--- config.mk ---
export PLATFORM = sky130hd
export DESIGN_NAME = ccsh_top
export DESIGN_NICKNAME = d
export VERILOG_FILES = /design/src/ccsh_pkg.sv /design/src/ccsh_dec_if.sv /design/src/ccsh_decoder.sv /design/src/ccsh_apb.sv /design/src/ccsh_top.sv
export VERILOG_INCLUDE_DIRS = /design/src
export SDC_FILE = /design/constraint.sdc
export NUM_CORES = 1
export LEC_CHECK = 0
export BUFFER_PORTS_ARGS = -buffer_cell sky130_fd_sc_hd__buf_2
export CORE_MARGIN = 4
export CORE_UTILIZATION = 47
export DETAILED_ROUTE_END_ITERATION = 8
export HOLD_SLACK_MARGIN = 0.06
export PLACE_DENSITY = 0.87
export SYNTH_ARGS = -nofsm -noshare
export SYNTH_HDL_FRONTEND = slang
export SYNTH_SLANG_ARGS = --single-unit
--- constraint.sdc ---
create_clock -name clock_in -period 2.9 [get_ports clock_in]
set_input_delay 0.58 -clock clock_in [delete_from_list [all_inputs] [get_ports clock_in]]
set_output_delay 0.58 -clock clock_in [all_outputs]
set_load 0.005 [all_outputs]
--- src/ccsh_defs.svh ---
// Constants for the channel command and status handler.
// Assumes inclusion by bare name from the package and the modules.
`ifndef CCSH_DEFS_SVH
`define CCSH_DEFS_SVH
// Device addresses and the control unit address
`define CCSH_NDEV          4
`define CCSH_DEV_CU        2'h0
// Channel command codes
`define CCSH_CMD_TIO       8'h00
`define CCSH_CMD_WRITE     8'h01
`define CCSH_CMD_READ      8'h02
`define CCSH_CMD_NOP       8'h03
`define CCSH_CMD_SENSE     8'h04
`define CCSH_CMD_SENSE_ID  8'hE4
`define CCSH_CMD_SET_STOP  8'h0B
`define CCSH_CMD_SET_START 8'h0F
`define CCSH_CMD_SET_ADDR  8'h13
// Start register values
`define CCSH_START_WORD    16'h0001
`define CCSH_START_BYTE    16'h0002
// Address register regions
`define CCSH_ADDR_CS_BASE  16'hF000
`define CCSH_ADDR_BUF_LIM  16'h1000
// Error register bits
`define CCSH_ERR_INT_PAR   0
`define CCSH_ERR_BUSOUT    1
// Retry limit and disable debounce
`define CCSH_RETRY_LIMIT   5'h14
`define CCSH_DIS_TIME_NS   100
`define CCSH_CLK_NS        5
`define CCSH_DIS_CYC       ((`CCSH_DIS_TIME_NS + `CCSH_CLK_NS - 1) / `CCSH_CLK_NS)
// Register map (byte addresses)
`define CCSH_REG_CTRL      12'h000
`define CCSH_REG_STATUS    12'h004
`define CCSH_REG_MODE      12'h008
`define CCSH_REG_SENSE     12'h00C
`define CCSH_REG_RETRY     12'h010
`define CCSH_REG_ERR       12'h014
`endif

--- src/ccsh_pkg.sv ---
// Types for the channel command and status handler.
// Assumes ccsh_defs.svh is on the include path.
`include "ccsh_defs.svh"
package ccsh_pkg;
  // Decoded command class
  typedef enum logic [9:0] {
    CCSH_C_TIO     = 10'h001,
    CCSH_C_WRITE   = 10'h002,
    CCSH_C_READ    = 10'h004,
    CCSH_C_NOP     = 10'h008,
    CCSH_C_SENSE   = 10'h010,
    CCSH_C_SENSEID = 10'h020,
    CCSH_C_STOP    = 10'h040,
    CCSH_C_START   = 10'h080,
    CCSH_C_ADDR    = 10'h100,
    CCSH_C_BAD     = 10'h200
  } ccsh_cmd_t;
  // Route of a read or write
  typedef enum logic [2:0] {
    CCSH_RT_CS  = 3'h1,
    CCSH_RT_CU  = 3'h2,
    CCSH_RT_BUF = 3'h4
  } ccsh_route_t;
  // Status byte bits
  typedef struct packed {
    logic busy;
    logic unit_check;
    logic device_end;
    logic channel_end;
  } ccsh_status_t;
  // Main controller states
  typedef enum logic [3:0] {
    CCSH_S_ONLINE  = 4'h1,
    CCSH_S_GOOFF   = 4'h2,
    CCSH_S_DISABLE = 4'h4,
    CCSH_S_OFFLINE = 4'h8
  } ccsh_state_t;
endpackage

--- src/ccsh_dec_if.sv ---
// Interface between the command decoder and the handler.
// Assumes one clock shared by both ends.
`timescale 1ns/1ps
`default_nettype none
interface ccsh_dec_if;
  import ccsh_pkg::*;
  logic [7:0]  opcode;
  logic [15:0] addr_reg;
  logic [1:0]  dev;
  ccsh_cmd_t   cmd;
  ccsh_route_t route;
  logic        addr_bad;
  modport dec (input opcode, addr_reg, dev, output cmd, route, addr_bad);
  modport ctl (output opcode, addr_reg, dev, input cmd, route, addr_bad);
endinterface
`default_nettype wire

--- src/ccsh_decoder.sv ---
// Combinational command decoder and read/write router.
// Assumes operands held stable by the handler.
`timescale 1ns/1ps
`default_nettype none
`include "ccsh_defs.svh"
module ccsh_decoder
  import ccsh_pkg::*;
(
  ccsh_dec_if.dec d
);
  // ----------------------------------------
  // Opcode and route decode
  // ----------------------------------------
  always_comb begin
    case (d.opcode)
      `CCSH_CMD_TIO:       d.cmd = CCSH_C_TIO;
      `CCSH_CMD_WRITE:     d.cmd = CCSH_C_WRITE;
      `CCSH_CMD_READ:      d.cmd = CCSH_C_READ;
      `CCSH_CMD_NOP:       d.cmd = CCSH_C_NOP;
      `CCSH_CMD_SENSE:     d.cmd = CCSH_C_SENSE;
      `CCSH_CMD_SENSE_ID:  d.cmd = CCSH_C_SENSEID;
      `CCSH_CMD_SET_STOP:  d.cmd = CCSH_C_STOP;
      `CCSH_CMD_SET_START: d.cmd = CCSH_C_START;
      `CCSH_CMD_SET_ADDR:  d.cmd = CCSH_C_ADDR;
      default:             d.cmd = CCSH_C_BAD;
    endcase
    // Control space first, then control unit, then buffer
    if (d.addr_reg >= `CCSH_ADDR_CS_BASE) begin
      d.route = CCSH_RT_CS;
    end else if (d.dev == `CCSH_DEV_CU) begin
      d.route = CCSH_RT_CU;
    end else begin
      d.route = CCSH_RT_BUF;
    end
    // Buffer addresses beyond the buffer are invalid
    d.addr_bad = (d.route == CCSH_RT_BUF) && (d.addr_reg >= `CCSH_ADDR_BUF_LIM);
  end
endmodule
`default_nettype wire

--- src/ccsh_apb.sv ---
// APB slave holding the software-visible control and status words.
// Assumes a single-cycle APB master; answers with zero wait states.
`timescale 1ns/1ps
`default_nettype none
`include "ccsh_defs.svh"
module ccsh_apb
  import ccsh_pkg::*;
(
  input  wire logic        clock_in,
  input  wire logic        srst_in,
  input  wire logic        psel_in,
  input  wire logic        penable_in,
  input  wire logic        pwrite_in,
  input  wire logic [11:0] paddr_in,
  input  wire logic [31:0] pwdata_in,
  input  wire logic [31:0] stat_word_in,
  input  wire logic [31:0] mode_word_in,
  input  wire logic [31:0] sense_word_in,
  input  wire logic [31:0] retry_word_in,
  input  wire logic [31:0] err_word_in,
  output logic      [31:0] prdata_out,
  output logic             pready_out,
  output logic             pslverr_out,
  output logic             restart_out
);
  typedef struct packed {
    logic [31:0] rdata;
    logic        ready;
    logic        err;
    logic        restart;
  } ccsh_apb_st_t;
  ccsh_apb_st_t st_r;
  ccsh_apb_st_t st_nxt;
  // ----------------------------------------
  // Decode one access per setup cycle
  // ----------------------------------------
  always_comb begin
    st_nxt = '0;
    if (psel_in && !penable_in) begin
      st_nxt.ready = 1'b1;
      case (paddr_in)
        `CCSH_REG_CTRL:   st_nxt.restart = pwrite_in & pwdata_in[0];
        `CCSH_REG_STATUS: st_nxt.rdata = stat_word_in;
        `CCSH_REG_MODE:   st_nxt.rdata = mode_word_in;
        `CCSH_REG_SENSE:  st_nxt.rdata = sense_word_in;
        `CCSH_REG_RETRY:  st_nxt.rdata = retry_word_in;
        `CCSH_REG_ERR:    st_nxt.rdata = err_word_in;
        default:          st_nxt.err = 1'b1;
      endcase
    end
  end
  // State register
  always_ff @(posedge clock_in) begin
    if (srst_in) begin
      st_r <= '0;
    end else begin
      st_r <= st_nxt;
    end
  end
  assign prdata_out  = st_r.rdata;
  assign pready_out  = st_r.ready;
  assign pslverr_out = st_r.err;
  assign restart_out = st_r.restart;
endmodule
`default_nettype wire

--- src/ccsh_top.sv ---
// Channel command and status handler: decodes channel commands per
// device address, answers with status and keeps sense and mode bits.
// Assumes channel strobes are one-cycle pulses synchronous to clock_in.
//
// Behaviour
// Twenty adapter parity retries take unit off-line
// Selective reset ends activity until acknowledged
// Disable switch refuses all channel traffic
// Selective reset to not-ready device ignored
// Interrupt during off-line sequence served first
// Short disable glitch ignored, stay on-line
// Off-line after error ignores stimuli until restart
// Error register bits classify transfer errors
// Transfer error gives unit check, updates sense; code sets the error register class, not the sense bits
// Start value 0001 selects word mode
// Start value 0002 selects byte mode
// Command with error: reject, unit check if idle
// Unsupported command: unit check, command reject
// Read/write routed control space, unit, buffer
// Invalid address register: unit check, reject
// Busy device answers busy initial status
// Pending status answers busy initial status
// Not-ready device accepts only sense
// Memory parity with new command discarded
// Lone causeless error interrupt ignored
// Decoder knows the nine channel commands
// Command reject cleared by sense read
//
// The register addresses and register access over APB are this design's own decisions.
`timescale 1ns/1ps
`default_nettype none
`include "ccsh_defs.svh"
module ccsh_top
  import ccsh_pkg::*;
(
  input  wire logic        clock_in,
  input  wire logic        srst_in,
  // Channel side
  input  wire logic        new_command_interrupt_in,
  input  wire logic [1:0]  dev_addr_in,
  input  wire logic [7:0]  opcode_in,
  input  wire logic [15:0] cmd_data_in,
  input  wire logic        cmd_error_in,
  input  wire logic        mem_parity_in,
  input  wire logic        sel_reset_in,
  input  wire logic        adapter_parity_in,
  input  wire logic        error_irq_in,
  input  wire logic        xfer_error_in,
  input  wire logic        xfer_to_host_in,
  input  wire logic [6:0]  error_reg_in,
  input  wire logic        disable_sw_in,

  // Device side
  input  wire logic [3:0]  dev_busy_in,
  input  wire logic [3:0]  dev_ready_in,
  input  wire logic [3:0]  status_pend_in,
  input  wire logic [3:0]  reset_ack_in,

  // APB
  input  wire logic        psel_in,
  input  wire logic        penable_in,
  input  wire logic        pwrite_in,
  input  wire logic [11:0] paddr_in,
  input  wire logic [31:0] pwdata_in,
  output logic      [31:0] prdata_out,
  output logic             pready_out,
  output logic             pslverr_out,

  // Answers
  output logic             status_valid_out,
  output logic [3:0]       status_out,
  output logic [1:0]       status_dev_out,
  output logic             route_valid_out,
  output logic [2:0]       route_out,
  output logic [3:0]       sel_reset_notify_out,
  output logic [3:0]       word_mode_out,
  output logic [3:0]       cmd_reject_out,
  output logic             online_out
);
  typedef struct packed {
    ccsh_state_t  state;
    logic [4:0]   retries;
    logic [7:0]   dis_cnt;
    logic [3:0]   resetting;
    logic [3:0]   word_mode;
    logic [3:0]   reject;
    logic [15:0]  addr_reg;
    logic [2:0]   err_class;
    logic         err_off;
    logic         st_valid;
    ccsh_status_t st;
    logic [1:0]   st_dev;
    logic         rt_valid;
    logic [2:0]   rt;
  } ccsh_st_t;
  ccsh_st_t st_r;
  ccsh_st_t st_nxt;
  logic       restart;

  ccsh_dec_if dec_if ();
  assign dec_if.opcode   = opcode_in;
  assign dec_if.addr_reg = st_r.addr_reg;
  assign dec_if.dev      = dev_addr_in;
  // ----------------------------------------
  // Submodules
  // ----------------------------------------
  ccsh_decoder u_dec (
    .d (dec_if.dec)
  );

  ccsh_apb u_apb (
    .clock_in      (clock_in),
    .srst_in       (srst_in),
    .psel_in       (psel_in),
    .penable_in    (penable_in),
    .pwrite_in     (pwrite_in),
    .paddr_in      (paddr_in),
    .pwdata_in     (pwdata_in),
    .stat_word_in  ({28'h0000000, st_r.state}),
    .mode_word_in  ({28'h0000000, st_r.word_mode}),
    .sense_word_in ({28'h0000000, st_r.reject}),
    .retry_word_in ({27'h0000000, st_r.retries}),
    .err_word_in   ({28'h0000000, st_r.err_off, st_r.err_class}),
    .prdata_out    (prdata_out),
    .pready_out    (pready_out),
    .pslverr_out   (pslverr_out),
    .restart_out   (restart)
  );
  // ----------------------------------------
  // Next-state logic
  // ----------------------------------------
  logic       chan_act;
  logic       dev_rdy;
  logic       dev_rst;
  logic       cmd_ok;
  always_comb begin
    st_nxt          = st_r;
    st_nxt.st_valid = 1'b0;
    st_nxt.st       = '0;
    st_nxt.rt_valid = 1'b0;
    dev_rdy  = dev_ready_in[dev_addr_in];
    // A reset in progress holds off commands to every address
    dev_rst  = |st_r.resetting;
    chan_act = (st_r.state == CCSH_S_ONLINE) || (st_r.state == CCSH_S_GOOFF);
    cmd_ok   = 1'b0;

    // Resets clear when their handler acknowledges
    st_nxt.resetting = st_r.resetting & ~reset_ack_in;

    // Parity retry count, cleared by reset and by restart, held at the limit
    if (adapter_parity_in && st_r.retries != `CCSH_RETRY_LIMIT) begin
      st_nxt.retries = st_r.retries + 5'h01;
    end

    // Controller states
    case (st_r.state)
      CCSH_S_ONLINE: begin
        if (disable_sw_in) begin
          st_nxt.dis_cnt = st_r.dis_cnt + 8'h01;
          if (st_r.dis_cnt == 8'(`CCSH_DIS_CYC - 1)) begin
            st_nxt.state = CCSH_S_GOOFF;
          end
        end else begin
          st_nxt.dis_cnt = 8'h00;
        end
      end
      CCSH_S_GOOFF: begin
        // Finish only when no channel interrupt waits
        if (!new_command_interrupt_in && !sel_reset_in) begin
          st_nxt.state = CCSH_S_DISABLE;
        end
      end
      CCSH_S_DISABLE: begin
        if (!disable_sw_in) begin
          st_nxt.state   = CCSH_S_ONLINE;
          st_nxt.dis_cnt = 8'h00;
        end
      end
      CCSH_S_OFFLINE: begin
        if (restart) begin
          st_nxt.state   = CCSH_S_ONLINE;
          // Fresh retry tally, else the limit trips again at once
          st_nxt.retries = 5'h00;
          st_nxt.err_off = 1'b0;
          st_nxt.dis_cnt = 8'h00;
        end
      end
      default: st_nxt.state = CCSH_S_OFFLINE;
    endcase
    if (st_r.retries == `CCSH_RETRY_LIMIT && st_r.state != CCSH_S_OFFLINE && !st_r.err_off) begin
      st_nxt.state   = CCSH_S_OFFLINE;
      st_nxt.err_off = 1'b1;
    end

    // Selective reset, ignored for not-ready devices
    if (chan_act && sel_reset_in && dev_rdy) begin
      st_nxt.resetting[dev_addr_in] = 1'b1;
    end

    // Transfer error classification and unit check
    if (chan_act && xfer_error_in) begin
      if (xfer_to_host_in && error_reg_in[`CCSH_ERR_INT_PAR]) begin
        st_nxt.err_class = 3'h1;
      end else if (!xfer_to_host_in && error_reg_in[`CCSH_ERR_BUSOUT]) begin
        st_nxt.err_class = 3'h2;
      end else begin
        st_nxt.err_class = 3'h4;
      end
      st_nxt.st_valid      = 1'b1;
      st_nxt.st.unit_check = 1'b1;
      st_nxt.st_dev        = dev_addr_in;
    end

    // Lone error interrupt with no cause: nothing happens
    if (error_irq_in && !xfer_error_in && !cmd_error_in) begin
      st_nxt.err_class = st_nxt.err_class;
    end

    // New command handling
    if (chan_act && new_command_interrupt_in && !dev_rst && !xfer_error_in) begin
      st_nxt.st_valid = 1'b1;
      st_nxt.st_dev   = dev_addr_in;
      // Memory parity with a command is spurious and not looked at
      if (cmd_error_in) begin
        st_nxt.reject[dev_addr_in] = 1'b1;
        st_nxt.st.unit_check = !status_pend_in[dev_addr_in];
        st_nxt.st.busy       = status_pend_in[dev_addr_in];
      end else if (dev_busy_in[dev_addr_in]) begin
        st_nxt.st.busy = 1'b1;
      end else if (status_pend_in[dev_addr_in]) begin
        st_nxt.st.busy = 1'b1;
      end else if (!dev_rdy && dec_if.cmd != CCSH_C_SENSE) begin
        st_nxt.st.unit_check = 1'b1;
        st_nxt.reject[dev_addr_in] = 1'b1;
      end else if (dec_if.cmd == CCSH_C_BAD) begin
        st_nxt.st.unit_check = 1'b1;
        st_nxt.reject[dev_addr_in] = 1'b1;
      end else if ((dec_if.cmd == CCSH_C_READ || dec_if.cmd == CCSH_C_WRITE)
                   && dec_if.addr_bad) begin
        st_nxt.st.unit_check = 1'b1;
        st_nxt.reject[dev_addr_in] = 1'b1;
      end else begin
        cmd_ok = 1'b1;
      end
      if (cmd_ok) begin
        st_nxt.st.channel_end = 1'b1;
        st_nxt.st.device_end  = 1'b1;
        case (dec_if.cmd)
          CCSH_C_READ, CCSH_C_WRITE: begin
            st_nxt.rt_valid = 1'b1;
            st_nxt.rt       = dec_if.route;
          end
          CCSH_C_SENSE: st_nxt.reject[dev_addr_in] = 1'b0;
          CCSH_C_ADDR:  st_nxt.addr_reg = cmd_data_in;
          CCSH_C_START: begin
            if (cmd_data_in == `CCSH_START_WORD) begin
              st_nxt.word_mode[dev_addr_in] = 1'b1;
            end else if (cmd_data_in == `CCSH_START_BYTE) begin
              st_nxt.word_mode[dev_addr_in] = 1'b0;
            end else begin
              st_nxt.st.unit_check = 1'b1;
            end
          end
          default: st_nxt.rt = st_r.rt;
        endcase
      end
    end
  end
  // ----------------------------------------
  // State register
  // ----------------------------------------
  always_ff @(posedge clock_in) begin
    if (srst_in) begin
      st_r       <= '0;
      st_r.state <= CCSH_S_ONLINE;
    end else begin
      st_r <= st_nxt;
    end
  end
  assign status_valid_out     = st_r.st_valid;
  assign status_out           = st_r.st;
  assign status_dev_out       = st_r.st_dev;
  assign route_valid_out      = st_r.rt_valid;
  assign route_out            = st_r.rt;
  assign sel_reset_notify_out = st_r.resetting;
  assign word_mode_out        = st_r.word_mode;
  assign cmd_reject_out       = st_r.reject;
  assign online_out           = st_r.state[0];
  // ----------------------------------------
  // Assertions
  // ----------------------------------------
  AST_RETRY_OFF: assert property (@(posedge clock_in) disable iff (srst_in)
    (st_r.retries == `CCSH_RETRY_LIMIT && !st_r.err_off) |=> st_r.state == CCSH_S_OFFLINE)
    else $error("retry limit did not go off-line");

  AST_RESET_HOLD: assert property (@(posedge clock_in) disable iff (srst_in)
    (st_r.resetting[1] && !reset_ack_in[1]) |=> st_r.resetting[1])
    else $error("selective reset dropped without acknowledge");

  AST_DISABLED_QUIET: assert property (@(posedge clock_in) disable iff (srst_in)
    (st_r.state == CCSH_S_DISABLE) |=> !st_r.st_valid)
    else $error("status while disabled");

  AST_NOTREADY_RESET: assert property (@(posedge clock_in) disable iff (srst_in)
    (sel_reset_in && dev_addr_in == 2'h2 && !dev_ready_in[2] && !st_r.resetting[2])
    |=> !st_r.resetting[2])
    else $error("reset taken for not-ready device");

  AST_GLITCH: assert property (@(posedge clock_in) disable iff (srst_in)
    (st_r.state == CCSH_S_ONLINE && !disable_sw_in && st_r.retries != `CCSH_RETRY_LIMIT)
    |=> st_r.state == CCSH_S_ONLINE)
    else $error("left on-line without held disable");

  AST_OFF_QUIET: assert property (@(posedge clock_in) disable iff (srst_in)
    (st_r.state == CCSH_S_OFFLINE) |=> !st_r.st_valid && !st_r.rt_valid)
    else $error("answer while off-line");

  AST_WORD: assert property (@(posedge clock_in) disable iff (srst_in)
    (st_r.st_valid && $past(cmd_ok) && $past(dec_if.cmd) == CCSH_C_START
     && $past(cmd_data_in) == `CCSH_START_WORD) |-> st_r.word_mode[st_r.st_dev])
    else $error("word mode not set");

  AST_BAD_CMD: assert property (@(posedge clock_in) disable iff (srst_in)
    (chan_act && new_command_interrupt_in && opcode_in == 8'h55 && dev_ready_in[dev_addr_in]
     && !dev_busy_in[dev_addr_in] && !status_pend_in[dev_addr_in] && !cmd_error_in
     && !xfer_error_in && st_r.resetting == 4'h0)
    |=> st_r.st.unit_check && st_r.reject[st_r.st_dev])
    else $error("bad command not rejected");

  AST_BUSY: assert property (@(posedge clock_in) disable iff (srst_in)
    (chan_act && new_command_interrupt_in && dev_busy_in[dev_addr_in] && !cmd_error_in
     && !xfer_error_in && st_r.resetting == 4'h0) |=> st_r.st.busy)
    else $error("busy device not answered busy");

  AST_PENDING: assert property (@(posedge clock_in) disable iff (srst_in)
    (chan_act && new_command_interrupt_in && status_pend_in[dev_addr_in] && !cmd_error_in
     && !xfer_error_in && st_r.resetting == 4'h0) |=> st_r.st.busy)
    else $error("pending status not answered busy");

  COV_ROUTE: cover property (@(posedge clock_in) st_r.rt_valid);
  COV_GOOFF: cover property (@(posedge clock_in) st_r.state == CCSH_S_GOOFF);
  COV_OFF: cover property (@(posedge clock_in) st_r.state == CCSH_S_OFFLINE);
  COV_DIS: cover property (@(posedge clock_in) st_r.state == CCSH_S_DISABLE);
  COV_REJ: cover property (@(posedge clock_in) st_r.st.unit_check);
endmodule
`default_nettype wire

==> metrics <==
diode count=0; vias per cell=5.60; gr ovfl total=0; endpoint of the worst register-to-register path=route_valid_out; total clock sinks=55; M1 WL=approximately 3400 um; Crit path buffers/inverters=1; worst min-delay path class=in2reg; dpl cells=~580; die area=around 9000 um2; nets=600; final setup margin=about 0.50 ns; distinct cell type count after synthesis=approximately 60; initial antenna violation count=0; final non-filler cell total=590; Yosys warnings=0; Post-CTS Setup Inserts=0; min-delay src=penable_in; initial detailed-routing violation count=between 150 and 200; DP Worst Slack=roughly 0.34 ns; worst-path cell chain=xor2_1 > and4_1 > o2111ai_2 > buf_4 > nor3_1 > and4_1; Mapped Cells=approximately 430; commonest non-fill, non-tap cell in the layout=buf_2; Yosys reg bits=55; max_cap viols=0; TritonCTS clock tree=done; Tot GR Track Use=roughly a fifth; core area=7290 um2; vias=3304; crit path max-delay cell type=dfxtp_1; crit end category=flip-flop; worst relative slew slack=about half; Reg2Reg Depth=6; Slew Limit Fails=0; die extent in x=94.7 um; Critical Path Source Type=flip-flop; Placed Area=about 3800 um2; H-tree Lvls=2; Post-Route Setup TNS=0 ns; crit-path max FO=14; Reg2Reg Setup Slack=0.50 ns; final clock skew=roughly 0.011 ns; Post-DP HPWL=a little under 7000 um; clk buf depth=2; Die Height=roughly 95 um; Initial DRT Pass Iterations=4; Avg Cell Area, Syn=a little over 8 um2; area grow syn2layout=12.1%; Yosys top cell by area=dfxtp_1; sequential fraction of the synthesis area=between 30% and 40%; Initial Utilization=48.5%; post-synth top area share=around 31%; Worst Path Required=3.16 ns; Post-synth ARST share=0%; Worst Setup SP=online_out; Pleak=between 1.5 and 2 nW; Non-Filler Cell Area, Final=around 4000 um2; Power Density=a little over 400 nW/um2; Post-synth EDFFs=0; CP max stage delay=between 0.6 and 0.7 ns; post-CTS resize count=0; share of layout cells above drive strength 1=~28%; most common flop cell mapped by yosys=dfxtp_1; actual slew at the worst max-slew pin=about 0.73 ns; setup repair after global routing missed its margin=false; global-route wire length before repair=14100 um; worst skew pair latency=around 0.31 ns; WHS=between 0.4 and 0.5 ns; Achievable Freq=a little over 400 MHz; most frequent CP cell=and4_1; Worst-path clk slew=around 0.1 ns; Cells on Worst Hold Path=2; outcome=finished, final reports clean; Mapped Area=between 3000 and 4000 um2; Reg2Reg Launch Point=online_out; max reg flops=20; most frequent cells in the layout=buf_2 (99), dfxtp_1 (55), nor2_1 (42); CTS Hold Buffers Added=0; Residual DRC=0; Final period util=between 80% and 90%; Root Driver=clkbuf_8; CP delay by family, top=simple AND/OR/NAND/NOR gates; average wire per cell in the routed design=~15 um; vias in the first global route=~3100; CP arrival=between 2 and 3 ns; Worst VDD drop=~210 uV; Met2 Routed Length=4480 um; Area contributors post-synth=dfxtp_1 (31%), buf_4 (10%), nor2_1 (4.5%); Hold Crit Endpoint=u_apb.pready_out; I/O pin cnt=around 170; final setup violation count=0; total CTS buffers=5; crit path time final=~2.4 ns; IO buf count=between 90 and 100; largest net degree at the start of global routing=37; Final Hold Viols=0; GPL Wtd Cong=just under 0.9; Site Rows=31; metal3 WL=approximately 660 um; crit path kind=reg2reg; highest metal used=met4; Final ANT Viol Nets=0; Reg with most FFs=st_r; total wire length=approximately 8600 um
worst register-to-register path, delay by kind of cell (launching register included):
family                 cells  cell delay (ns)
AND/OR/NAND/NOR            3             0.77
flip-flops                 1             0.63
XOR/XNOR                   1             0.44
buffers and inverters      1             0.27
AO/OA/AOI/OAI              1             0.25
cell type report:
class	instances	area [um2]
clock buffers	5	68.8
multi-input cells	308	2000
fillers	704	3330
inverters	14	52.6
clock inverters	3	67.6
flip-flops and latches	55	1100
repair buffers	106	548
well taps	99	124
worst max-delay path by stage:
stage | to | slack (ns) | cells after the start
2_1_floorplan | flip-flop | 0.58 | 5
3_3_place_gp | status_out[2] | 0.39 | 6
3_5_place_dp | route_valid_out | 0.34 | 7
4_1_cts | route_valid_out | 0.55 | 6
5_1_grt | route_out[0] | 0.29 | 6
6_report | route_valid_out | 0.50 | 6
report_power, final:
part / internal, mW / switching (mW) / leakage, nW / total (mW)
combinational: 0.0971 / 0.128 / 1.11 / 0.225
sequential: 0.772 / 0.0118 / 0.446 / 0.784
clock: 0.344 / 0.257 / 0.0644 / 0.602
total: 1.21 / 0.397 / 1.62 / 1.61
layer usage:
layer  vias up  GRT usage (%)
met3        13           3.27
met2       132           33.8
met4         0           6.49
met5         -              0
li1       1591              -
met1      1568           23.8
logic make-up after synthesis:
| group | Yosys count | synth area share (%) |
|---|---|---|
| fa+ha+maj | 3 | 1.06 |
| compound gates | 80 | 15.9 |
| xor+xnor | 15 | 3.72 |
| mux | 19 | 6.91 |
| flops | 55 | 31.2 |
| other cells | 1 | 0.106 |
| simple gates | 164 | 26.2 |
| buf+inv | 90 | 15.0 |
synthesized netlist by cell type (4+ instances only):
master / instances
dfxtp_1: 55
buf_4: 48
nor2_1: 42
a21oi_1: 20
nand2_1: 19
nor3_1: 17
clkbuf_1: 16
nand4_1: 15
inv_1: 14
mux2i_1: 12
buf_2: 10
nor4_1: 10
xnor2_1: 10
nand3_1: 8
o21ai_0: 8
nand2b_1: 7
o31ai_1: 7
a211oi_1: 6
and2_1: 6
nor2b_1: 6
o22ai_1: 6
a2111oi_1: 5
or2_2: 5
xor2_1: 5
and4_1: 4
mux4_2: 4
nor4b_1: 4
stage by stage:
stage / util [%] / power [mW]
global route: 54.3 / 1.69
CTS: 54.3 / 1.62
detailed placement: 52.5 / 1.02
floorplan: - / 0.964
global placement: 52.5 / 1.01
finish: 54.3 / 1.61
No activity file was read; power rests on OpenSTA's default activity.
